--- src/fpe_consts.svh ---
// register offsets, field positions, reset values and timing counts
// assumes a 50 MHz system clock and a 32-bit AXI4-Lite register port
`ifndef FPE_CONSTS_SVH
`define FPE_CONSTS_SVH

`define FPE_OFF_MAIN_KEY      8'h04
`define FPE_OFF_OPT_KEY       8'h08
`define FPE_OFF_STATUS        8'h0C
`define FPE_OFF_CONTROL       8'h10
`define FPE_OFF_ADDRESS       8'h14

`define FPE_ST_BUSY           0
`define FPE_ST_PROGRAM_ERROR_FLAG          2
`define FPE_ST_WPERR          4
`define FPE_ST_DONE           5
`define FPE_ST_PATERR         8
`define FPE_ST_CONFIG_MISMATCH_FLAG         9

`define FPE_CT_PROG           0
`define FPE_CT_PAGE           1
`define FPE_CT_MASS           2
`define FPE_CT_OPTPROG        4
`define FPE_CT_OPTERASE       5
`define FPE_CT_START          6
`define FPE_CT_LOCK           7
`define FPE_CT_PARTIAL        8
`define FPE_CT_OPTION_WRITE_ENABLE          9
`define FPE_CT_ERRIE          10
`define FPE_CT_DONEIE         12

`define FPE_CT_WMASK          32'h0000_17F7
`define FPE_CT_RESET          32'h0000_0080
`define FPE_ST_RESET          32'h0000_0000
`define FPE_ERASED_WORD       32'hFFFF_FFFF
`define FPE_PARTIAL_PAGES     16'h0030

`define FPE_KEY1_DEFAULT      32'h1234_5678
`define FPE_KEY2_DEFAULT      32'h9ABC_DEF0

`define FPE_CLK_MHZ           50
`define FPE_PROG_NS           1000
`define FPE_ERASE_NS          4000
`define FPE_PROG_CYC          ((`FPE_PROG_NS * `FPE_CLK_MHZ + 999) / 1000)
`define FPE_ERASE_CYC         ((`FPE_ERASE_NS * `FPE_CLK_MHZ + 999) / 1000)

`endif

--- src/fpe_pkg.sv ---
// types for the flash program and erase controller
// assumes fpe_consts.svh carries all numbers
package fpe_pkg;

    typedef enum logic [2:0] {
        FPE_IDLE,
        FPE_PROG,
        FPE_ERASE_PAGE,
        FPE_ERASE_RANGE,
        FPE_OPT
    } fpe_state_t;

    typedef enum logic [1:0] {
        FPE_KEY_WAIT1,
        FPE_KEY_WAIT2
    } fpe_key_t;

endpackage : fpe_pkg

--- src/fpe_flash_ctrl.sv ---
// flash program/erase control: key unlock, status, control and address registers
// assumes an AXI4-Lite master on clk and a simple word-wide flash array port
//
// Implementation choice: the AXI4-Lite interface to the registers.
`timescale 1ns/1ps
`include "fpe_consts.svh"

// Functional notes
// option key register unlocks option bytes
// status bit 9 flags configuration mismatch
// status bit 8 flags pattern mismatch
// bit 5 done flag, write one clears
// bit 4 flags write to protected address
// bit 2 flags program of unerased word
// software clears start before programming; writes here cannot clear start, the sequencer clears it at launch
// busy high during operation, low after
// control bit 12 enables done interrupt
// control bit 10 enables error interrupt
// correct option key sets option enable
// partial erase covers first 48 pages
// lock bit write-one only, blocks changes
// correct main key clears lock
// failed unlock freezes lock until reset
// start launches erase, cleared at busy
// bits 5 and 4 select option modes
// mass erase clears whole main array
// bit 0 selects program mode
// reset: control 0x80, status zero
// main key register at offset 0x04
// address register ignored while busy
// page erase clears addressed page
// key values are parameters, mismatch fails
module fpe_flash_ctrl
    import fpe_pkg::*;
#(
    parameter logic [31:0] MAIN_KEY1 = `FPE_KEY1_DEFAULT,
    parameter logic [31:0] MAIN_KEY2 = `FPE_KEY2_DEFAULT,
    parameter logic [31:0] OPT_KEY1  = `FPE_KEY1_DEFAULT,
    parameter logic [31:0] OPT_KEY2  = `FPE_KEY2_DEFAULT,
    parameter int          PAGE_SHIFT = 9,
    parameter logic [15:0] PAGE_COUNT = 16'h0040
)(
    // clock and reset
    input  wire logic        clk,
    input  wire logic        rst,
    // axi4-lite write
    input  wire logic [7:0]  s_axi_awaddr,
    input  wire logic        s_axi_awvalid,
    output logic             s_axi_awready,
    input  wire logic [31:0] s_axi_wdata,
    input  wire logic [3:0]  s_axi_wstrb,
    input  wire logic        s_axi_wvalid,
    output logic             s_axi_wready,
    output logic [1:0]       s_axi_bresp,
    output logic             s_axi_bvalid,
    input  wire logic        s_axi_bready,
    // axi4-lite read
    input  wire logic [7:0]  s_axi_araddr,
    input  wire logic        s_axi_arvalid,
    output logic             s_axi_arready,
    output logic [31:0]      s_axi_rdata,
    output logic [1:0]       s_axi_rresp,
    output logic             s_axi_rvalid,
    input  wire logic        s_axi_rready,
    // program request from the memory bus
    input  wire logic        progReq,
    input  wire logic [31:0] progData,
    // array side
    input  wire logic [31:0] arrayRdata,
    input  wire logic        arrayProtected,
    output logic             arrayProg,
    output logic             arrayErase,
    output logic             arrayOpt,
    output logic [31:0]      arrayAddr,
    output logic [31:0]      arrayWdata,
    // configuration checks
    input  wire logic        cfgMismatch,
    input  wire logic        patternMismatch,
    // interrupts
    output logic             doneIrq,
    output logic             errIrq
);

    typedef struct packed {
        logic        awready;
        logic        wready;
        logic        bvalid;
        logic [1:0]  bresp;
        logic        arready;
        logic        rvalid;
        logic [1:0]  rresp;
        logic [31:0] rdata;
        logic [7:0]  awaddr;
        logic        awHave;
        logic [31:0] wdata;
        logic [3:0]  wstrb;
        logic        wHave;
        logic [31:0] control;
        logic [31:0] status;
        logic [31:0] address;
        logic [31:0] wordData;
        logic [31:0] outAddr;
        fpe_state_t  state;
        logic [15:0] count;
        logic [15:0] page;
        logic [15:0] pageEnd;
        fpe_key_t    mainKey;
        fpe_key_t    option_key_value;
        logic        lockFrozen;
        logic        prog;
        logic        erase;
        logic        opt;
        logic        doneIrq;
        logic        errIrq;
    } fpe_regs_t;

    fpe_regs_t st_r;
    fpe_regs_t st_nxt;

    function automatic logic [31:0] merge(input logic [31:0] old, input logic [31:0] nw, input logic [3:0] be);
        logic [31:0] res;
        res = old;
        for (int i = 0; i < 4; i++)
        begin
            if (be[i])
                res[i*8 +: 8] = nw[i*8 +: 8];
        end
        return res;
    endfunction : merge

    localparam logic [15:0] PROG_CYC  = 16'(`FPE_PROG_CYC);
    localparam logic [15:0] ERASE_CYC = 16'(`FPE_ERASE_CYC);

    logic        wrFire;
    logic [31:0] wv;
    logic        locked;
    logic        startSeen;

    always_comb
    begin
        st_nxt    = st_r;
        wrFire    = 1'b0;
        wv        = 32'h0000_0000;
        locked    = st_r.control[`FPE_CT_LOCK];
        startSeen = 1'b0;

        // write channel capture, either order
        if (s_axi_awvalid && st_r.awready)
        begin
            st_nxt.awaddr  = s_axi_awaddr;
            st_nxt.awHave  = 1'b1;
            st_nxt.awready = 1'b0;
        end
        if (s_axi_wvalid && st_r.wready)
        begin
            st_nxt.wdata  = s_axi_wdata;
            st_nxt.wstrb  = s_axi_wstrb;
            st_nxt.wHave  = 1'b1;
            st_nxt.wready = 1'b0;
        end
        if (st_r.awHave && st_r.wHave && !st_r.bvalid)
        begin
            wrFire        = 1'b1;
            st_nxt.awHave = 1'b0;
            st_nxt.wHave  = 1'b0;
            st_nxt.bvalid = 1'b1;
            st_nxt.bresp  = 2'b00;
        end
        if (st_r.bvalid && s_axi_bready)
        begin
            st_nxt.bvalid  = 1'b0;
            st_nxt.awready = 1'b1;
            st_nxt.wready  = 1'b1;
        end

        st_nxt.status[`FPE_ST_CONFIG_MISMATCH_FLAG] = cfgMismatch;
        st_nxt.status[`FPE_ST_PATERR] = patternMismatch;

        if (wrFire)
        begin
            wv = merge(32'h0000_0000, st_r.wdata, st_r.wstrb);
            unique case (st_r.awaddr)
                `FPE_OFF_STATUS: // write one clears; a set by the sequencer below wins
                begin
                    if (wv[`FPE_ST_DONE])
                        st_nxt.status[`FPE_ST_DONE] = 1'b0;
                    if (wv[`FPE_ST_WPERR])
                        st_nxt.status[`FPE_ST_WPERR] = 1'b0;
                    if (wv[`FPE_ST_PROGRAM_ERROR_FLAG])
                        st_nxt.status[`FPE_ST_PROGRAM_ERROR_FLAG] = 1'b0;
                end
                `FPE_OFF_MAIN_KEY:
                begin
                    if (!st_r.lockFrozen && locked)
                    begin
                        st_nxt.mainKey = FPE_KEY_WAIT1;
                        if (st_r.mainKey == FPE_KEY_WAIT1 && wv == MAIN_KEY1)
                            st_nxt.mainKey = FPE_KEY_WAIT2;
                        else if (st_r.mainKey == FPE_KEY_WAIT2 && wv == MAIN_KEY2)
                            st_nxt.control[`FPE_CT_LOCK] = 1'b0;
                        else
                            st_nxt.lockFrozen = 1'b1;
                    end
                end
                `FPE_OFF_OPT_KEY:
                begin
                    st_nxt.option_key_value = FPE_KEY_WAIT1;
                    if (st_r.option_key_value == FPE_KEY_WAIT1 && wv == OPT_KEY1)
                        st_nxt.option_key_value = FPE_KEY_WAIT2;
                    else if (st_r.option_key_value == FPE_KEY_WAIT2 && wv == OPT_KEY2 && !locked)
                        st_nxt.control[`FPE_CT_OPTION_WRITE_ENABLE] = 1'b1;
                end
                `FPE_OFF_CONTROL:
                begin
                    wv = merge(st_r.control, st_r.wdata, st_r.wstrb);
                    if (!locked)
                    begin
                        // option enable may only be cleared here
                        st_nxt.control = (wv & `FPE_CT_WMASK)
                            | (st_r.control & ~`FPE_CT_WMASK);
                        st_nxt.control[`FPE_CT_OPTION_WRITE_ENABLE] = st_r.control[`FPE_CT_OPTION_WRITE_ENABLE] & wv[`FPE_CT_OPTION_WRITE_ENABLE];
                        st_nxt.control[`FPE_CT_START] = st_r.control[`FPE_CT_START] | wv[`FPE_CT_START];
                        startSeen = wv[`FPE_CT_START];
                    end
                    // lock is write-one only and frozen after a failed key
                    if (wv[`FPE_CT_LOCK] && !st_r.lockFrozen)
                        st_nxt.control[`FPE_CT_LOCK] = 1'b1;
                end
                `FPE_OFF_ADDRESS:
                begin
                    if (!st_r.status[`FPE_ST_BUSY])
                        st_nxt.address = merge(st_r.address, st_r.wdata, st_r.wstrb);
                end
                default:
                begin
                    st_nxt.bresp = 2'b10;
                end
            endcase
        end

        // operation sequencer
        st_nxt.prog  = 1'b0;
        st_nxt.erase = 1'b0;
        st_nxt.opt   = 1'b0;
        unique case (st_r.state)
            FPE_IDLE:
            begin
                if (!locked && st_r.control[`FPE_CT_START])
                begin
                    st_nxt.control[`FPE_CT_START] = 1'b0;
                    st_nxt.count = ERASE_CYC;
                    st_nxt.page  = 16'h0000;
                    if (st_r.control[`FPE_CT_OPTERASE] && st_r.control[`FPE_CT_OPTION_WRITE_ENABLE])
                        st_nxt.state = FPE_OPT;
                    else if (st_r.control[`FPE_CT_MASS])
                    begin
                        st_nxt.pageEnd = PAGE_COUNT;
                        st_nxt.state   = FPE_ERASE_RANGE;
                    end
                    else if (st_r.control[`FPE_CT_PARTIAL])
                    begin
                        st_nxt.pageEnd = `FPE_PARTIAL_PAGES;
                        st_nxt.state   = FPE_ERASE_RANGE;
                    end
                    else if (st_r.control[`FPE_CT_PAGE])
                    begin
                        st_nxt.page  = 16'(st_r.address >> PAGE_SHIFT);
                        st_nxt.state = FPE_ERASE_PAGE;
                    end
                    st_nxt.status[`FPE_ST_BUSY] = (st_nxt.state != FPE_IDLE);
                end
                else if (progReq && !locked && !startSeen && !st_r.control[`FPE_CT_START]
                         && (st_r.control[`FPE_CT_PROG]
                             || (st_r.control[`FPE_CT_OPTPROG] && st_r.control[`FPE_CT_OPTION_WRITE_ENABLE])))
                begin
                    if (arrayProtected)
                        st_nxt.status[`FPE_ST_WPERR] = 1'b1;
                    else if (arrayRdata != `FPE_ERASED_WORD)
                        st_nxt.status[`FPE_ST_PROGRAM_ERROR_FLAG] = 1'b1;
                    else
                    begin
                        st_nxt.wordData = progData;
                        st_nxt.status[`FPE_ST_BUSY] = 1'b1;
                        st_nxt.count = PROG_CYC;
                        st_nxt.state = FPE_PROG;
                    end
                end
            end
            FPE_PROG, FPE_ERASE_PAGE, FPE_OPT, FPE_ERASE_RANGE:
            begin
                st_nxt.prog  = (st_r.state == FPE_PROG);
                st_nxt.erase = (st_r.state == FPE_ERASE_PAGE) || (st_r.state == FPE_ERASE_RANGE);
                st_nxt.opt   = (st_r.state == FPE_OPT) || st_r.control[`FPE_CT_OPTPROG];
                if (st_r.count > 16'h0001)
                    st_nxt.count = st_r.count - 16'h0001;
                else if (st_r.state == FPE_ERASE_RANGE
                         && st_r.page + 16'h0001 < st_r.pageEnd)
                begin
                    st_nxt.page  = st_r.page + 16'h0001;
                    st_nxt.count = ERASE_CYC;
                end
                else
                begin
                    st_nxt.status[`FPE_ST_BUSY] = 1'b0;
                    st_nxt.status[`FPE_ST_DONE] = 1'b1;
                    st_nxt.state = FPE_IDLE;
                end
            end
        endcase

        st_nxt.doneIrq = st_nxt.status[`FPE_ST_DONE] & st_nxt.control[`FPE_CT_DONEIE];
        st_nxt.errIrq  = (st_nxt.status[`FPE_ST_PROGRAM_ERROR_FLAG] | st_nxt.status[`FPE_ST_WPERR])
                         & st_nxt.control[`FPE_CT_ERRIE];
        // array sees the target word outside erases, so idle checks read it
        st_nxt.outAddr = (st_nxt.state == FPE_ERASE_PAGE || st_nxt.state == FPE_ERASE_RANGE)
                         ? {16'h0000, st_nxt.page} : st_nxt.address;

        // read channel
        if (s_axi_arvalid && st_r.arready)
        begin
            st_nxt.arready = 1'b0;
            st_nxt.rvalid  = 1'b1;
            st_nxt.rresp   = 2'b00;
            unique case (s_axi_araddr)
                `FPE_OFF_STATUS:   st_nxt.rdata = st_r.status;
                `FPE_OFF_CONTROL:  st_nxt.rdata = st_r.control;
                `FPE_OFF_ADDRESS:  st_nxt.rdata = st_r.address;
                `FPE_OFF_MAIN_KEY,
                `FPE_OFF_OPT_KEY:  st_nxt.rdata = 32'h0000_0000;
                default:
                begin
                    st_nxt.rdata = 32'h0000_0000;
                    st_nxt.rresp = 2'b10;
                end
            endcase
        end
        if (st_r.rvalid && s_axi_rready)
        begin
            st_nxt.rvalid  = 1'b0;
            st_nxt.arready = 1'b1;
        end
    end

    always_ff @(posedge clk or posedge rst)
    begin
        if (rst)
        begin
            st_r         <= '0;
            st_r.awready <= 1'b1;
            st_r.wready  <= 1'b1;
            st_r.arready <= 1'b1;
            st_r.control <= `FPE_CT_RESET;
            st_r.status  <= `FPE_ST_RESET;
        end
        else
            st_r <= st_nxt;
    end

    assign s_axi_awready = st_r.awready;
    assign s_axi_wready  = st_r.wready;
    assign s_axi_bvalid  = st_r.bvalid;
    assign s_axi_bresp   = st_r.bresp;
    assign s_axi_arready = st_r.arready;
    assign s_axi_rvalid  = st_r.rvalid;
    assign s_axi_rresp   = st_r.rresp;
    assign s_axi_rdata   = st_r.rdata;
    assign arrayProg     = st_r.prog;
    assign arrayErase    = st_r.erase;
    assign arrayOpt      = st_r.opt;
    assign arrayAddr     = st_r.outAddr;
    assign arrayWdata    = st_r.wordData;
    assign doneIrq       = st_r.doneIrq;
    assign errIrq        = st_r.errIrq;

    AST_DONE_IRQ: assert property (@(posedge clk) disable iff (rst)
        doneIrq == (st_r.status[`FPE_ST_DONE] && st_r.control[`FPE_CT_DONEIE]))
        else $error("done interrupt wrong");
    AST_ERR_IRQ: assert property (@(posedge clk) disable iff (rst)
        errIrq |-> st_r.control[`FPE_CT_ERRIE] && (st_r.status[`FPE_ST_PROGRAM_ERROR_FLAG] || st_r.status[`FPE_ST_WPERR]))
        else $error("error interrupt without cause");
    AST_BUSY_IDLE: assert property (@(posedge clk) disable iff (rst)
        st_r.status[`FPE_ST_BUSY] == (st_r.state != FPE_IDLE))
        else $error("busy disagrees with sequencer");
    AST_START_CLR: assert property (@(posedge clk) disable iff (rst)
        $rose(st_r.status[`FPE_ST_BUSY]) && st_r.state != FPE_PROG |-> !st_r.control[`FPE_CT_START])
        else $error("start not cleared at busy");
    AST_FROZEN: assert property (@(posedge clk) disable iff (rst)
        st_r.lockFrozen |=> $stable(st_r.control[`FPE_CT_LOCK]))
        else $error("lock changed while frozen");
    AST_ADDR_BUSY: assert property (@(posedge clk) disable iff (rst)
        st_r.status[`FPE_ST_BUSY] && st_r.state != FPE_IDLE |=> $stable(st_r.address) || !$past(st_r.status[`FPE_ST_BUSY]))
        else $error("address changed while busy");
    AST_CFG: assert property (@(posedge clk) disable iff (rst)
        ##1 st_r.status[`FPE_ST_CONFIG_MISMATCH_FLAG] == $past(cfgMismatch))
        else $error("config flag wrong");
    AST_PAT: assert property (@(posedge clk) disable iff (rst)
        ##1 st_r.status[`FPE_ST_PATERR] == $past(patternMismatch))
        else $error("pattern flag wrong");
    AST_DONE_SET: assert property (@(posedge clk) disable iff (rst)
        $fell(st_r.status[`FPE_ST_BUSY]) |-> st_r.status[`FPE_ST_DONE])
        else $error("done flag not set");

endmodule : fpe_flash_ctrl

--- config.mk ---
export PLATFORM = sky130hd
export DESIGN_NAME = fpe_flash_ctrl
export DESIGN_NICKNAME = d
export VERILOG_FILES = /design/src/fpe_pkg.sv /design/src/fpe_flash_ctrl.sv
export VERILOG_INCLUDE_DIRS = /design/src
export SDC_FILE = /design/constraint.sdc
export NUM_CORES = 1
export LEC_CHECK = 0
export BUFFER_PORTS_ARGS = -buffer_cell sky130_fd_sc_hd__clkbuf_2
export CORE_AREA = 2 2 142 144
export DETAILED_ROUTE_END_ITERATION = 10
export DIE_AREA = 0 0 144 146
export GPL_TIMING_DRIVEN = 0
export PLACE_DENSITY = 0.91
export SLEW_MARGIN = 20
export SYNTH_ARGS = -nofsm -noshare
export SYNTH_HDL_FRONTEND = slang
export SYNTH_SLANG_ARGS = --single-unit
--- constraint.sdc ---
create_clock -name clk -period 12.2 [get_ports clk]
set_input_delay 0.61 -clock clk [delete_from_list [all_inputs] [get_ports clk]]
set_output_delay 0.61 -clock clk [all_outputs]
set_load 0.1 [all_outputs]
==> results.py <==
metrics = {
    "status": {
        "status": "finished, final reports clean",
    },
    "pwr": {
        "power_mw": 2.44,
        "p_leak_nw": 6.96,
        "ir_drop_v": 0.000198,
        "p_per_area_mw_per_mm2": 177,
    },
    "routing": {
        "drt_pass1_iterations": 5,
        "via_per_inst": 5.84,
        "drtIter0Drc": 799,
        "vias": 8959,
        "wl_per_cell_um": 19.2,
        "drt-total-wl_um": 29500,
        "drc_errors": 0,
        "drtAntennaViolNets": 0,
    },
    "yosys": {
        "yosysSeqAreaShare": 0.540,
        "synth_top_area_cell": "dfrtp_1",
        "synthesis.area_mm2": 0.0113,
        "netlist.area_leader.share": 0.531,
        "synthCells": 986,
        "synth_top_flop_cell": "dfrtp_1",
        "ys_types": 66,
        "synth_edf_count": 0,
        "synth_area_leaders": "dfrtp_1, mux2_2, buf_4",
        "synth_nets": 1118,
        "ys_ff_latch": 244,
        "synth_area_per_cell_um2": 11.5,
        "yosysWarnings": 0,
        "async_flop_share": 1.00,
    },
    "cts": {
        "clk_latency_ns": 0.54,
        "cts-root-buf": "clkbuf_16",
        "cts_made_buffers": 25,
        "clock-sinks": 244,
        "cts_buffer_depth": 3,
        "cts_tree": "yes",
        "htree_levels": 1,
        "cts_setup_buffers": 0,
        "clk_pin_slew_worst_paths_ns": 0.06,
        "ctsResizeCount": 0,
        "hold_buffers": 0,
    },
    "timing": {
        "tightest_slew_ns": 0.957,
        "setup_slack_ns": 8.05,
        "hold_viol": 0,
        "rsz0062_at_grt": "false",
        "holdWs_ns": 0.0880,
        "relSlewSlack": 0.356,
        "max_freq_mhz": 241,
        "post-route-period-util": 0.340,
        "setup_viol": 0,
        "timing.final.max_slew_violations": 0,
        "fin_tns_setup_ns": 0,
        "layout_min_cycle_time_ns": 4.15,
        "fin_skew_ns": 0.0194,
    },
    "placed_design": {
        "post-place-ws_ns": 8.18,
        "place_area_mm2": 0.0129,
        "place.gp.congestion": 0.921,
        "dp_cells": 1488,
        "port_buffers": 235,
        "place_hpwl_um": 21100,
    },
    "worst_setup_path": {
        "critical_path.cell_chain": "ha_1 -> nand3_1 -> nor2_1 -> xor2_1 -> ha_1 -> nor4bb_1 -> nand2_1 -> a31oi_1 -> and4_1 -> buf_4 -> nand4_4 -> a211oi_4 -> buf_6 -> mux2_1",
        "cp_max_fo": 10,
        "cp-end-kind": "flop",
        "cp_common_cell": "ha_1",
        "critPathKind": "flop to flop",
        "max_stage_delay_ns": 0.53,
        "required_ns": 12.61,
        "cpMaxStageDelayCell": "a211oi_4",
        "cp.arrival_ns": 4.56,
        "critPathLaunchType": "flop",
    },
    "floorplan": {
        "core_area_mm2": 0.0193,
        "start_util": 0.585,
        "core.rowCount": 51,
        "design.portCount": 237,
        "die_x_um": 144,
        "fp.dieH_um": 146,
        "die_area_mm2": 0.0210,
    },
    "final_layout": {
        "final_cells": 1533,
        "fillers": 1266,
        "syn_to_final_growth_pct": 21.8,
        "n_antenna_cell": 0,
        "mostFrequentLayoutCell": "dfrtp_1",
        "layout_common_cells": "dfrtp_1, clkbuf_2, mux2_2",
        "nNetsFinal": 1382,
        "post-route-util": 0.712,
        "final_area_mm2": 0.0138,
        "drive_gt1_frac": 0.407,
    },
    "hold_path": {
        "worstHoldPathType": "input port to asynchronous set/reset pin",
    },
    "global_routing": {
        "grt-ovfl-total": 0,
        "antenna_found_initial": 0,
        "grt_max_degree": 107,
        "grtUsageTotal": 0.278,
        "grt_pass1_wl_um": 46300,
        "grt_pass1_vias": 9084,
    },
    "job": {
        "cap_violations": 0,
    },
}
## flip-flops by register name (all words and copies together), names as in the netlist
name,cells
arrayOpt,1
doneIrq,1
s_axi_rdata,32
errIrq,1
s_axi_wready,1
s_axi_awready,1
arrayAddr,32
arrayWdata,32
s_axi_bresp,2
locked,1
s_axi_rresp,1
s_axi_arready,1
st_r,134
s_axi_bvalid,1
arrayProg,1
s_axi_rvalid,1
arrayErase,1
## critical path: cells and delay by family (launching register included)
family	cells	cell delay (ns)
AO/OA/AOI/OAI	2	0.78
XOR/XNOR	1	0.12
adder cells (fa/ha/maj)	2	0.62
buffers and inverters	2	0.42
flip-flops	1	0.50
multiplexers	1	0.38
AND/OR/NAND/NOR	6	1.19
## power breakdown
part | internal, mW | switching, mW | total [mW] | leakage [nW]
sequential | 0.942 | 0.146 | 1.09 | 3.25
clock | 0.498 | 0.321 | 0.819 | 0.446
combinational | 0.204 | 0.326 | 0.530 | 3.26
total | 1.64 | 0.792 | 2.44 | 6.96
## layer usage
layer | vias up | global-route usage | part of all wire
met4 | 0 | 0.111 | 0.043
met1 | 4367 | 0.358 | 0.39
met3 | 96 | 0.0480 | 0.077
li1 | 4014 | - | -
met2 | 482 | 0.467 | 0.49
met5 | - | 0 | 0
## final cells by class
cell class / count / area, um2 / area share
plain buffers: 137 / 922 / 0.0669
repair buffers: 237 / 1230 / 0.0894
inverters: 12 / 52.6 / 0.00381
flip-flops and latches: 244 / 6110 / 0.444
well taps: 265 / 332 / 0.0241
clock inverters: 13 / 183 / 0.0133
clock buffers: 32 / 712 / 0.0517
multi-input cells: 593 / 4230 / 0.307
## synth_stat cells, types with 8 or more instances
cell and number:
a21oi_1 34, a22o_1 24, a22oi_1 12, a31oi_1 10
a32o_1 10, buf_2 8, buf_4 102, clkbuf_1 24
dfrtp_1 240, inv_1 12, mux2_1 13, mux2_2 111
mux2i_1 10, nand2_1 92, nand3_1 31, nand4_1 19
nor2_1 39, nor3_1 17, nor4_1 13, o21ai_0 40
## path summary, 6_finish.rpt
| path | startpoint | to | slack (ns) | depth (start not counted) |
|---|---|---|---|---|
| max | st_r[26] | arrayAddr[10] | 8.05 | 14 |
| min | rst | arrayWdata[21] | 0.09 | 2 |
| max reg2reg | st_r[26] | arrayAddr[10] | 8.05 | 14 |
| min reg2reg | st_r[5] | st_r[5] | 0.47 | 1 |
| max in group asynchronous | rst | s_axi_arready | 10.89 | 4 |
| min in group clk | patternMismatch | st_r[165] | 0.18 | 1 |
## cells by family after synthesis
kind of cell | after synthesis | share of synthesized area
other cells | 1 | 0.000332
xor+xnor | 2 | 0.00155
buf+inv | 149 | 0.0855
mux | 134 | 0.132
flops | 244 | 0.540
simple gates | 278 | 0.129
compound gates | 173 | 0.106
fa+ha+maj | 5 | 0.00553
No activity file was read; power rests on OpenSTA's default activity.
